<file path="config.mk">
export PLATFORM = sky130hd
export DESIGN_NAME = tg_tone_gen
export DESIGN_NICKNAME = d
export VERILOG_FILES = /design/src/tg_sync.sv /design/src/tg_tone_gen.sv
export SDC_FILE = /design/constraint.sdc
export NUM_CORES = 1
export LEC_CHECK = 0
export BUFFER_PORTS_ARGS = -buffer_cell sky130_fd_sc_hd__clkbuf_2
export CAP_MARGIN = 40
export CORE_ASPECT_RATIO = 0.6
export CORE_MARGIN = 1.5
export CORE_UTILIZATION = 57
export DETAILED_ROUTE_END_ITERATION = 10
export GPL_TIMING_DRIVEN = 0
export PLACE_DENSITY_LB_ADDON = 0.2
export SYNTH_ARGS = -nofsm -noshare
export SYNTH_HDL_FRONTEND = slang
export SYNTH_SLANG_ARGS = --single-unit
</file>
<file path="constraint.sdc">
create_clock -name SYS_CLK -period 1.9 [get_ports SYS_CLK]
set_input_delay 0.095 -clock SYS_CLK [delete_from_list [all_inputs] [get_ports SYS_CLK]]
set_output_delay 0.095 -clock SYS_CLK [all_outputs]
set_load 0.05 [all_outputs]
</file>
<file path="src/tg_sync.sv">
// Summary of operation
// - divider overflow steps the 5-bit triangle counter
// - counter spans 00h..1Fh, direction from its own bit
// - clamp rising above 1Ch, falling below 03h
// - enable low: preload goes straight into divider
// - enable high: reload only at period end
// - enable high: counting starts from 0Fh
// - enable cleared: finish period, then hold 0Fh
// - period is (256 - preload) times 64 ticks
// - one edge pulse at 0Fh while counting up
// - stop at period end; re-enable keeps running
// - dac0 source code selects clamp or constant
// - dac1 driven from written 5-bit code
// - each dac has enable; disabled output floats
// - seven series switches, all on after reset
// - route bit 2 ovp path, bits 1..0 resistors
// - tone clock stops when its source stops

`timescale 1ns/1ps

package tg_pkg;
    localparam int ADDR_W = 4;
    localparam int DATA_W = 8;
    localparam logic [3:0] OFF_PRELOAD = 4'h0;
    localparam logic [3:0] OFF_CONTROL = 4'h1;
    localparam logic [3:0] OFF_SERIES = 4'h2;
    localparam logic [3:0] OFF_DAC0_SEL = 4'h3;
    localparam logic [3:0] OFF_DAC1 = 4'h4;
    localparam logic [3:0] OFF_ROUTE = 4'h5;
    localparam logic [3:0] OFF_IRQ_STATUS = 4'h6;
    localparam logic [3:0] OFF_IRQ_MASK = 4'h7;
    // control register fields
    localparam int CTL_GEN_EN = 0;
    localparam int CTL_DAC0_EN = 1;
    localparam int CTL_DAC1_EN = 2;
    // route register fields
    localparam int RT_RES_A = 0;
    localparam int RT_RES_B = 1;
    localparam int RT_OVP = 2;
    // interrupt status fields
    localparam int IRQ_W = 2;
    localparam int IRQ_MIDPOINT = 0;
    localparam int IRQ_STOPPED = 1;
    localparam logic [6:0] SERIES_RESET = 7'h7f;
    localparam logic [7:0] DIV_MAX = 8'hff;
    localparam logic [5:0] PHASE_MID = 6'h0f;
    localparam logic [5:0] PHASE_BEFORE_MID = 6'h0e;
    localparam logic [4:0] CODE_MID = 5'h0f;
    localparam logic [4:0] CLAMP_HI = 5'h1c;
    localparam logic [4:0] CLAMP_LO = 5'h03;
    localparam logic [4:0] CODE_ZERO = 5'h00;
    localparam logic [2:0] SEL_CLAMP = 3'h0;
    localparam logic [2:0] SEL_HI = 3'h1;
    localparam logic [2:0] SEL_MID = 3'h2;
    localparam logic [2:0] SEL_LO = 3'h3;
    typedef enum logic [1:0] {
        ST_IDLE = 2'b01,
        ST_RUN = 2'b10
    } tg_state_e;
endpackage

module tg_sync
(
    input wire logic clk,
    input wire logic rst,
    input wire logic async_in,
    output logic rise
);
    logic meta;
    logic stable;
    logic stable_d;

    // only the second stage reads meta; the edge detector never looks at it
    always_ff @(posedge clk)
    begin
        if (rst)
        begin
            meta <= 1'b0;
            stable <= 1'b0;
            stable_d <= 1'b0;
            rise <= 1'b0;
        end
        else
        begin
            meta <= async_in;
            stable <= meta;
            stable_d <= stable;
            rise <= stable & ~stable_d;
        end
    end
endmodule

</file>
<file path="src/tg_tone_gen.sv">
// Decided for this implementation: the address-and-strobe port and the register offsets.
`timescale 1ns/1ps

module tg_tone_gen
(
    input wire logic SYS_CLK,
    input wire logic RST,
    input wire logic [tg_pkg::ADDR_W-1:0] ADDR,
    input wire logic [tg_pkg::DATA_W-1:0] WDATA,
    input wire logic WR,
    input wire logic RD,
    output logic [tg_pkg::DATA_W-1:0] RDATA,
    input wire logic TONE_SRC_CLK,
    output logic [4:0] DAC0_CODE,
    output logic DAC0_OE,
    output logic [4:0] DAC1_CODE,
    output logic DAC1_OE,
    output logic [6:0] SERIES_RES_SW,
    output logic OVP_ROUTE_SW,
    output logic ROUTE_RES_B,
    output logic ROUTE_RES_A,
    output logic MIDPOINT_EDGE,
    output logic IRQ
);
    import tg_pkg::*;

    function automatic logic hit(input logic [ADDR_W-1:0] a,
                                 input logic [ADDR_W-1:0] off);
        hit = (a == off);
    endfunction

    function automatic logic [4:0] dac0_pick(input logic [2:0] sel,
                                             input logic [4:0] clamped);
        case (sel)
            SEL_CLAMP: dac0_pick = clamped;
            SEL_HI: dac0_pick = CLAMP_HI;
            SEL_MID: dac0_pick = CODE_MID;
            SEL_LO: dac0_pick = CLAMP_LO;
            default: dac0_pick = CODE_ZERO;
        endcase
    endfunction

    logic [7:0] preload_value;
    logic gen_enable;
    logic dac0_enable;
    logic dac1_enable;
    logic [6:0] series_resistor_switches;
    logic [2:0] dac0_source_code;
    logic [4:0] dac1_code_field;
    logic ovp_route_switch;
    logic route_resistor_switch_b;
    logic route_resistor_switch_a;
    logic [IRQ_W-1:0] irq_status;
    logic [IRQ_W-1:0] irq_mask;

    tg_state_e state;
    logic tick;
    logic [7:0] div;
    logic [7:0] period_preload;
    logic [5:0] phase;
    logic [4:0] count;
    logic dir_down;
    logic [4:0] clamped;
    logic step;
    logic boundary;
    logic [IRQ_W-1:0] irq_set;

    ////////////////////////////////////////////////////////////////////////
    // tone clock enters the system domain

    tg_sync u_sync
    (
        .clk(SYS_CLK),
        .rst(RST),
        .async_in(TONE_SRC_CLK),
        .rise(tick)
    );

    ////////////////////////////////////////////////////////////////////////
    // register file

    always_ff @(posedge SYS_CLK)
    begin
        if (RST)
        begin
            preload_value <= 8'h00;
            gen_enable <= 1'b0;
            dac0_enable <= 1'b0;
            dac1_enable <= 1'b0;
            series_resistor_switches <= SERIES_RESET;
            dac0_source_code <= 3'h0;
            dac1_code_field <= 5'h00;
            ovp_route_switch <= 1'b0;
            route_resistor_switch_b <= 1'b0;
            route_resistor_switch_a <= 1'b0;
            irq_mask <= '0;
        end
        else if (WR)
        begin
            // while running, a new preload waits in this register until period end
            if (hit(ADDR, OFF_PRELOAD))
                preload_value <= WDATA;
            if (hit(ADDR, OFF_CONTROL))
            begin
                gen_enable <= WDATA[CTL_GEN_EN];
                dac0_enable <= WDATA[CTL_DAC0_EN];
                dac1_enable <= WDATA[CTL_DAC1_EN];
            end
            if (hit(ADDR, OFF_SERIES))
                series_resistor_switches <= WDATA[6:0];
            if (hit(ADDR, OFF_DAC0_SEL))
                dac0_source_code <= WDATA[2:0];
            if (hit(ADDR, OFF_DAC1))
                dac1_code_field <= WDATA[4:0];
            if (hit(ADDR, OFF_ROUTE))
            begin
                ovp_route_switch <= WDATA[RT_OVP];
                route_resistor_switch_b <= WDATA[RT_RES_B];
                route_resistor_switch_a <= WDATA[RT_RES_A];
            end
            if (hit(ADDR, OFF_IRQ_MASK))
                irq_mask <= WDATA[IRQ_W-1:0];
        end
    end

    // unmapped addresses read as zero
    always_ff @(posedge SYS_CLK)
    begin
        if (RST)
            RDATA <= 8'h00;
        else if (RD)
        begin
            case (ADDR)
                OFF_PRELOAD: RDATA <= preload_value;
                OFF_CONTROL: RDATA <= {5'h00, dac1_enable, dac0_enable,
                                       gen_enable};
                OFF_SERIES: RDATA <= {1'b0, series_resistor_switches};
                OFF_DAC0_SEL: RDATA <= {5'h00, dac0_source_code};
                OFF_DAC1: RDATA <= {3'h0, dac1_code_field};
                OFF_ROUTE: RDATA <= {5'h00, ovp_route_switch,
                                     route_resistor_switch_b,
                                     route_resistor_switch_a};
                OFF_IRQ_STATUS: RDATA <= {6'h00, irq_status};
                OFF_IRQ_MASK: RDATA <= {6'h00, irq_mask};
                default: RDATA <= 8'h00;
            endcase
        end
        else
            RDATA <= 8'h00;
    end

    ////////////////////////////////////////////////////////////////////////
    // divider, triangle counter and clamp

    // no tick arrives while the source clock is halted, so divider and counter stand still while running
    assign step = tick && (state == ST_RUN) && (div == DIV_MAX);
    // the period end and the midpoint edge fall on the same step
    assign boundary = step && (phase == PHASE_BEFORE_MID);
    // top phase bit is the direction, so the counter steers itself
    assign dir_down = phase[5];
    assign count = dir_down ? ~phase[4:0] : phase[4:0];

    always_comb
    begin
        clamped = count;
        // the turn at 1fh and 00h spans both directions, so clamp both ways
        if (count > CLAMP_HI)
            clamped = CLAMP_HI;
        else if (count < CLAMP_LO)
            clamped = CLAMP_LO;
    end

    always_ff @(posedge SYS_CLK)
    begin
        if (RST)
            state <= ST_IDLE;
        else
        begin
            case (state)
                ST_IDLE:
                    if (gen_enable)
                        state <= ST_RUN;
                ST_RUN:
                    // re-enabling before the boundary keeps it running
                    if (boundary && !gen_enable)
                        state <= ST_IDLE;
                default: state <= ST_IDLE;
            endcase
        end
    end

    always_ff @(posedge SYS_CLK)
    begin
        if (RST)
        begin
            div <= 8'h00;
            period_preload <= 8'h00;
            phase <= PHASE_MID;
        end
        else if (state != ST_RUN)
        begin
            div <= preload_value;
            period_preload <= preload_value;
            phase <= PHASE_MID;
        end
        else if (tick)
        begin
            if (div == DIV_MAX)
            begin
                phase <= phase + 6'h01;
                // 64 steps of (256 - preload) ticks each
                if (boundary)
                begin
                    div <= preload_value;
                    period_preload <= preload_value;
                end
                else
                    div <= period_preload;
            end
            else
                div <= div + 8'h01;
        end
    end

    ////////////////////////////////////////////////////////////////////////
    // outputs

    always_ff @(posedge SYS_CLK)
    begin
        if (RST)
        begin
            DAC0_CODE <= CODE_ZERO;
            DAC0_OE <= 1'b0;
            DAC1_CODE <= CODE_ZERO;
            DAC1_OE <= 1'b0;
            SERIES_RES_SW <= SERIES_RESET;
            OVP_ROUTE_SW <= 1'b0;
            ROUTE_RES_B <= 1'b0;
            ROUTE_RES_A <= 1'b0;
            MIDPOINT_EDGE <= 1'b0;
        end
        else
        begin
            DAC0_CODE <= dac0_pick(dac0_source_code, clamped);
            DAC0_OE <= dac0_enable;
            DAC1_CODE <= dac1_code_field;
            DAC1_OE <= dac1_enable;
            SERIES_RES_SW <= series_resistor_switches;
            OVP_ROUTE_SW <= ovp_route_switch;
            ROUTE_RES_B <= route_resistor_switch_b;
            ROUTE_RES_A <= route_resistor_switch_a;
            MIDPOINT_EDGE <= boundary;
        end
    end

    ////////////////////////////////////////////////////////////////////////
    // interrupts: set wins over a write-one clear in the same cycle

    always_comb
    begin
        irq_set = '0;
        irq_set[IRQ_MIDPOINT] = boundary;
        irq_set[IRQ_STOPPED] = boundary && !gen_enable;
    end

    always_ff @(posedge SYS_CLK)
    begin
        if (RST)
            irq_status <= '0;
        else if (WR && hit(ADDR, OFF_IRQ_STATUS))
            irq_status <= (irq_status & ~WDATA[IRQ_W-1:0]) | irq_set;
        else
            irq_status <= irq_status | irq_set;
    end

    always_ff @(posedge SYS_CLK)
    begin
        if (RST)
            IRQ <= 1'b0;
        else
            IRQ <= |(irq_status & irq_mask);
    end
endmodule

</file>
==> implementation parameters, run 1 <==
Parameter                              Value

Status
  Outcome ... finished, final reports clean

Power and ir drop
  Overall power after layout ... approximately 0.0041 W
  Maximum ir drop on the vdd rail ... 0.6534 mV
  Part of the total power dissipated in combinational logic ... 5.3%
  Cell area power density ... about 860 nW/um^2
  Internal Pwr Total ... approximately 0.0031 W
  Leakage ... approximately 1.8 nW
  Portion of total power attributed to sequential cells ... 48.8%
  Part of the power in the clock network ... 45.8%
  Switching component of the power ... 0.0009342 W
  Sw Ratio ... 22.93%

Setup path
  Critical path type ... reg -> reg
  Capturing instance or port of the critical path ... div[7]$_SDFFE_PP0P_
  Data required time of the worst path ... roughly 2.2 ns
  Category of the worst setup path launch point ... flop
  Worst path slowest cell ... a2111oi_2
  Reg2Reg Launch Point ... phase[5]$_SDFFE_PP0P_
  Number of cell instances on the worst register-to-register path ... 7
  Cell breakdown of the critical path ... buf_6, inv_1, ha_1, and4_4, nand4_4, a2111oi_2, or3_1
  Start point of the critical path ... phase[5]$_SDFFE_PP0P_
  Kind of end point of the critical path ... flop
  Data arrival at the endpoint of the critical path ... 2.12 ns
  Setup slack of the worst register-to-register path ... 0.07 ns
  Critical register-to-register path endpoint ... div[7]$_SDFFE_PP0P_
  Worst stage delay on the critical path ... 0.37 ns
  CP max FO ... 8

Detailed routing
  Count of antenna-violating nets left after detailed routing ... 0
  Vias ... about 3500
  Number of vias per cell after detailed routing ... 6.087
  Detailed-route wire length per cell ... 18.00 um
  1st-iter DRT viols ... between 400 and 500
  DRC ... 0
  Detailed-route wire length ... 10.49 mm
  Number of iterations in the first detailed-routing pass ... 6

Floorplanning
  Die span in x ... 110.6 um
  Site row count ... 23
  Starting density of the core ... 59.00%
  Die Height ... 67.54 um
  I/O pins ... 49
  Area of the die ... around 7500 sq um
  Core Box Area ... 6705 sq um

Layout
  Most used cells in the layout excluding fill and tap cells ... dfxtp_1, nand2_1, clkbuf_2
  Fillcell total ... 503
  Area added between synthesis and finish ... 19.07%
  Non-filler cells in the finished layout ... 583
  NumNets Final ... 512
  Number of diodes ... 0
  Most common library cell in the layout ignoring fill and taps ... dfxtp_1
  Ratio of cells with drive above 1 in the final layout ... 21.57%

Placement
  Placed wire-length estimate ... around 7.3 mm
  I/O Buffers ... 46
  Gp weighted congestion ... ~0.98
  Cell count after placement ... 561

STA
  Final min period ... 1.832 ns
  Final Setup Violations ... 0
  Worst-Margin Slew ... 0.6468 ns
  Final hold violation count ... 0
  Setup Skew ... 0.009738 ns
  Final Slew Violations ... 0
  Timing-limited maximum frequency ... 0.5459 GHz
  Final worst path period share ... 96.42%
  Headroom to the max-slew limit ... 56.88%

Worst hold path
  Path category of the worst min-delay check ... in -> reg
  Startpoint of the worst hold path ... WDATA[7]

CTS
  Clock tree root driver cell ... clkbuf_16
  Sink Count ... 93
  Clock tree from TritonCTS ... yes
  Clk pin slew, worst setup/hold paths ... 0.06 ns
  Clk Latency, worst-skew pair ... between 0.3 and 0.4 ns
  Level count of the clock H-tree ... 3
  CTS max path bufs ... 2
  CTS buffer count ... 9

Run
  Max Cap Viol ... 0

Global route
  Global-route wire length before repair ... 16.37 mm
  Initial antenna violation count ... 0
  Total routing resource utilization after global routing ... 28.88%
  Global route overflow ... 0
  Largest net degree at the start of global routing ... 16
  Via count of the first global-routing pass ... 3160

Yosys
  Net count after synthesis ... 449
  Sequential element share of the synthesized area ... 47.06%
  Share of synthesized registers carrying an async set or reset ... 0%
  Count of state elements after synthesis ... between 90 and 100
  Predominant post-synthesis flop cell ... dfxtp_1
  Count of different cell masters after synthesis ... 54
  Syn Area/Cell ... 9.244 sq um
  Synthesized netlist cell count ... 428
  Cell area after synthesis ... 3956 sq um
  Count of flip-flops with a built-in enable after synthesis ... 0
  Yosys warning total ... 0
==> worst max-delay path: cells and delay by family (launching register included) <==
kind,cells,cell delay [ns]
adder cells (fa/ha/maj),1,0.23
AO/OA/AOI/OAI,1,0.37
flip-flops,1,0.31
AND/OR/NAND/NOR,3,0.64
buffers and inverters,2,0.23
==> registers in the layout (all words and copies together), names as in the netlist, 2 cells and up <==
register	flops
RDATA	8
irq_mask	2
SERIES_RES_SW	7
DAC1_CODE	5
dac0_source_code	3
series_resistor_switches	7
preload_value	8
dac1_code_field	5
irq_status	2
DAC0_CODE	5
state	2
period_preload	8
phase	6
div	8
==> synthesized netlist by cell type (4+ instances only) <==
| library cell | instances | area share (%) |
|---|---|---|
| nand4_1 | 8 | 1.3 |
| nor4_1 | 5 | 0.79 |
| and4_1 | 6 | 1.3 |
| nand3_1 | 15 | 1.9 |
| nor3_1 | 10 | 1.3 |
| nand2_1 | 55 | 5.2 |
| xor2_1 | 4 | 0.89 |
| nor2_1 | 28 | 2.7 |
| nand3b_1 | 7 | 1.3 |
| or2_2 | 7 | 1.1 |
| buf_2 | 10 | 1.3 |
| nand2b_1 | 4 | 0.63 |
| a21oi_1 | 37 | 4.7 |
| dfxtp_1 | 93 | 47 |
| a31oi_1 | 5 | 0.79 |
| clkbuf_1 | 9 | 0.85 |
| o211ai_1 | 6 | 1.1 |
| mux2i_1 | 24 | 6.1 |
| inv_1 | 10 | 0.95 |
| ha_1 | 4 | 1.3 |
| nor2b_1 | 14 | 2.2 |
| xnor2_1 | 4 | 0.89 |
| o21ai_0 | 11 | 1.4 |
==> logic make-up (layout without fill, tap and decap cells) <==
group / Yosys count / count (layout) / synth area share, %
simple gates: 177 / 177 / 24.04
flops: 93 / 93 / 47.06
xor+xnor: 8 / 8 / 1.771
compound gates: 81 / 82 / 13.22
buf+inv: 37 / 104 / 4.586
fa+ha+maj: 4 / 4 / 1.265
mux: 28 / 28 / 8.064
==> layout make-up <==
type	count	area, sq um	share of cell area [%]
inverter	11	41.29	0.8765
tap	87	108.9	2.311
multi-input combinational	299	1972	41.86
buffer	26	140.1	2.975
sequential	93	1862	39.52
timing repair buffer	51	275.3	5.843
clock inverter	4	55.05	1.169
clock buffer	12	256.5	5.445
==> through the flow <==
stage	TNS (ns)	utilization, %	hold WS, ns	setup WS, ns	cell area, sq um
after detailed placement	-0.5463	64.06	0.3150	-0.1124	4295
after global placement	-0.1817	64.06	0.3119	-0.07460	4295
final	0	70.26	0.02334	0.06803	4711
after global routing	-0.02961	70.26	0.02634	-0.01478	4711
after CTS	0	69.30	0.01426	0.01279	4647
after floorplan	0	-	0.2201	0.2091	3956
==> power by group through the flow <==
stage | logic (W) | clock network, W | registers (W)
2_1_floorplan | 0.000101 | 0 | 0.00206
3_3_place_gp | 0.000202 | 0 | 0.00203
3_5_place_dp | 0.000206 | 0 | 0.00203
4_1_cts | 0.000213 | 0.00188 | 0.00199
5_1_grt | 0.000232 | 0.00196 | 0.00199
6_report | 0.000217 | 0.00187 | 0.00199
==> timing repair <==
action,4_1_cts,5_1_grt
gates cloned,0,1
hold buffers,3,0
buffers inserted,0,2
pin swaps,0,3
endpoints found under the hold margin,4,0
setup endpoints to repair,12,18
resized for setup,2,7
==> worst min path at each step <==
stage | end | slack [ns] | cells after the start
after CTS | preload_value[7]$_SDFFE_PP0P_ | 0.01 | 3
after global placement | u_sync.meta$_SDFF_PP0_ | 0.31 | 2
after floorplan | series_resistor_switches[2]$_SDFFE_PP1P_ | 0.22 | 2
after global routing | series_resistor_switches[3]$_SDFFE_PP1P_ | 0.03 | 3
final | preload_value[7]$_SDFFE_PP0P_ | 0.02 | 3
after detailed placement | u_sync.meta$_SDFF_PP0_ | 0.32 | 2
==> per-layer routing <==
layer  global-route usage (%)  part of all wire (%)  up-vias
met4                    8.333                   1.6        0
met2                    42.52                    42      233
met3                    9.425                    11       27
met5                        0                     0        -
li1                         -                     -     1645
met1                    40.69                    46     1644
Power figures use the tool's default switching activity.
==> inputs of run 2 (changes only) <==
Settings changed: HOLD_SLACK_MARGIN from default to 0.15.
==> run 2 against run 1 <==
Compared with the run above: utilization rose by 1.2 points; sequential cell count did not move; fmax fell by 0.53%; combinational power rose by 6%; hold slack improved by 0.19 ns; via count rose by 0.99%; clock power barely moved; largest power group unchanged; clock skew barely moved; sequential power barely moved; die area did not move; cell count rose by 1.4%.
==> implementation parameters, run 2 (same netlist as run 1, synthesis figures left out) <==
Parameter                              Value

STA
  Final min period ... 1.842 ns (was 1.832 ns)
  Worst-Margin Slew ... 0.6519 ns (was 0.6468 ns)
  Headroom to the max-slew limit ... 56.54% (was 56.88%)
  Final Slew Violations ... 0 (unchanged)
  Final worst path period share ... 96.94% (was 96.42%)
  Setup slack after layout ... 0.05821 ns (was 0.06803 ns)
  Timing-limited maximum frequency ... 0.5430 GHz (was 0.5459 GHz)
  Hold slack ... 0.2116 ns (was 0.02334 ns)
  Setup Skew ... 0.009961 ns (was 0.009738 ns)
  Final Setup Violations ... 0 (unchanged)
  Final hold violation count ... 0 (unchanged)

Setup path
  CP max FO ... 10 (was 8)
  Kind of end point of the critical path ... flop (unchanged)
  Category of the worst setup path launch point ... input pin (was flop)
  Critical path type ... in -> reg (was reg -> reg)
  Data arrival at the endpoint of the critical path ... 2.05 ns (was 2.12 ns)
  Number of cell instances on the worst register-to-register path ... 7 (unchanged)
  Data required time of the worst path ... 2.10 ns (was 2.19 ns)

Power and ir drop
  Leakage ... 1.855 nW (was 1.822 nW)
  Portion of total power attributed to sequential cells ... 48.7% (was 48.8%)
  Internal Pwr Total ... 0.003150 W (was 0.003139 W)
  Switching component of the power ... 0.0009386 W (was 0.0009342 W)
  Sw Ratio ... 22.96% (was 22.93%)
  Maximum ir drop on the vdd rail ... 0.6431 mV (was 0.6534 mV)
  Cell area power density ... 853.3 nW/um^2 (was 864.7 nW/um^2)
  Part of the total power dissipated in combinational logic ... 5.7% (was 5.3%)
  Part of the power in the clock network ... 45.7% (was 45.8%)

Detailed routing
  1st-iter DRT viols ... 376 (was 413)
  Count of antenna-violating nets left after detailed routing ... 0 (unchanged)
  DRC ... 0 (unchanged)
  Number of iterations in the first detailed-routing pass ... 7 (was 6)
  Detailed-route wire length ... 10.66 mm (was 10.49 mm)
  Vias ... 3584 (was 3549)
  Number of vias per cell after detailed routing ... 6.064 (was 6.087)
  Detailed-route wire length per cell ... 18.03 um (was 18.00 um)

Layout
  Area added between synthesis and finish ... 21.09% (was 19.07%)
  Number of diodes ... 0 (unchanged)
  NumNets Final ... 520 (was 512)
  Ratio of cells with drive above 1 in the final layout ... 21.23% (was 21.57%)
  Most used cells in the layout excluding fill and tap cells ... dfxtp_1, nand2_1, clkbuf_2 (unchanged)
  Most common library cell in the layout ignoring fill and taps ... dfxtp_1 (unchanged)

Worst hold path
  Worst hold path depth ... 3 (unchanged)
  Path category of the worst min-delay check ... in -> reg (unchanged)

CTS
  CTS max path bufs ... 2 (unchanged)
  CTS buffer count ... 9 (unchanged)
  Clock tree root driver cell ... clkbuf_16 (unchanged)
  Level count of the clock H-tree ... 3 (unchanged)
  Clock tree from TritonCTS ... yes (unchanged)
  Clk Latency, worst-skew pair ... 0.35 ns (about the same)
  Clk pin slew, worst setup/hold paths ... 0.06 ns (about the same)
  Sink Count ... 93 (unchanged)

Floorplanning
  Site row count ... 23 (unchanged)
  Core Box Area ... 6705 sq um (unchanged)
  Die Height ... 67.54 um (unchanged)
  Starting density of the core ... 59.00% (unchanged)
  Area of the die ... 7466 sq um (unchanged)
  I/O pins ... 49 (unchanged)
  Die span in x ... 110.6 um (unchanged)

Global route
  Global-route wire length before repair ... 16.57 mm (was 16.37 mm)
  Global route overflow ... 0 (unchanged)
  Initial antenna violation count ... 0 (unchanged)
  Largest net degree at the start of global routing ... 16 (unchanged)
  Total routing resource utilization after global routing ... 29.26% (was 28.88%)
  Via count of the first global-routing pass ... 3187 (was 3160)

Run
  Max Cap Viol ... 0 (unchanged)

Placement
  Placed wire-length estimate ... 7.275 mm (unchanged)
  Setup WS pre-CTS ... -0.1124 ns (unchanged)
  Gp weighted congestion ... 0.9794 (unchanged)
  I/O Buffers ... 46 (unchanged)

Status
  Outcome ... finished, final reports clean (unchanged)
[run 2: through the flow]
stage | TNS, ns | instance area [sq um] | util (%) | std cells | power (W)
floorplan | 0 | 3956 | - | 428 | 0.002162
global placement | -0.1817 | 4295 | 64.06 | 561 | 0.002234
detailed placement | -0.5463 | 4295 | 64.06 | 561 | 0.002239
CTS | 0 | 4727 | 70.50 | 588 | 0.004092
global route | -0.02961 | 4791 | 71.45 | 591 | 0.004191
finish | 0 | 4791 | 71.45 | 591 | 0.004088
[run 2: path summary, 6_finish.rpt]
path                                                to  slack, ns                  startpoint
worst max-delay path                    IRQ$_SDFF_PP0_       0.06                         RST
worst min-delay path               RDATA[5]$_SDFF_PP0_       0.21                     ADDR[3]
worst max register to register     div[7]$_SDFFE_PP0P_       0.07       phase[5]$_SDFFE_PP0P_
worst min register to register  u_sync.rise$_SDFF_PP0_       0.39  u_sync.stable_d$_SDFF_PP0_
[run 2: what timing repair did]
| item | 4_1_cts | 5_1_grt |
|---|---|---|
| gates resized for setup | 2 | 7 |
| hold buffers | 11 | 0 |
| cloned | 0 | 1 |
| pin swaps | 0 | 3 |
| setup buffers | 0 | 2 |
| endpoints found under the hold margin | 30 | 0 |
| endpoints found under the setup margin | 12 | 18 |
[run 2: power groups by stage]
stage	sequential (W)	clock [W]	combinational, W
CTS	0.00199	0.00188	0.000225
floorplan	0.00206	0	0.000101
finish	0.00199	0.00187	0.000231
global placement	0.00203	0	0.000202
global route	0.00199	0.00195	0.000246
detailed placement	0.00203	0	0.000206
[run 2: critical path: stages]
cell and delay [ns]:
dlygate4sd3_1 0.52, buf_2 0.25, clkbuf_1 0.54, buf_1 0.51
nor2_1 0.13
[run 2: routing by layer]
metal  track usage, %  vias to the layer above  wire length [um]
li1                 -                     1666                 -
met3            9.156                       16              1126
met4            7.692                        0               123
met2            44.06                      225              4606
met1            41.04                     1677              4802
met5                0                        -                 0
[run 2: area by class of cell]
type	instances	area (sq um)
well taps	87	108.9
repair buffers	59	355.3
clock inverters	4	55.05
fillers	498	1914
clock buffers	12	256.5
plain buffers	26	140.1
flip-flops and latches	93	1862
multi-input cells	299	1972
inverters	11	41.29
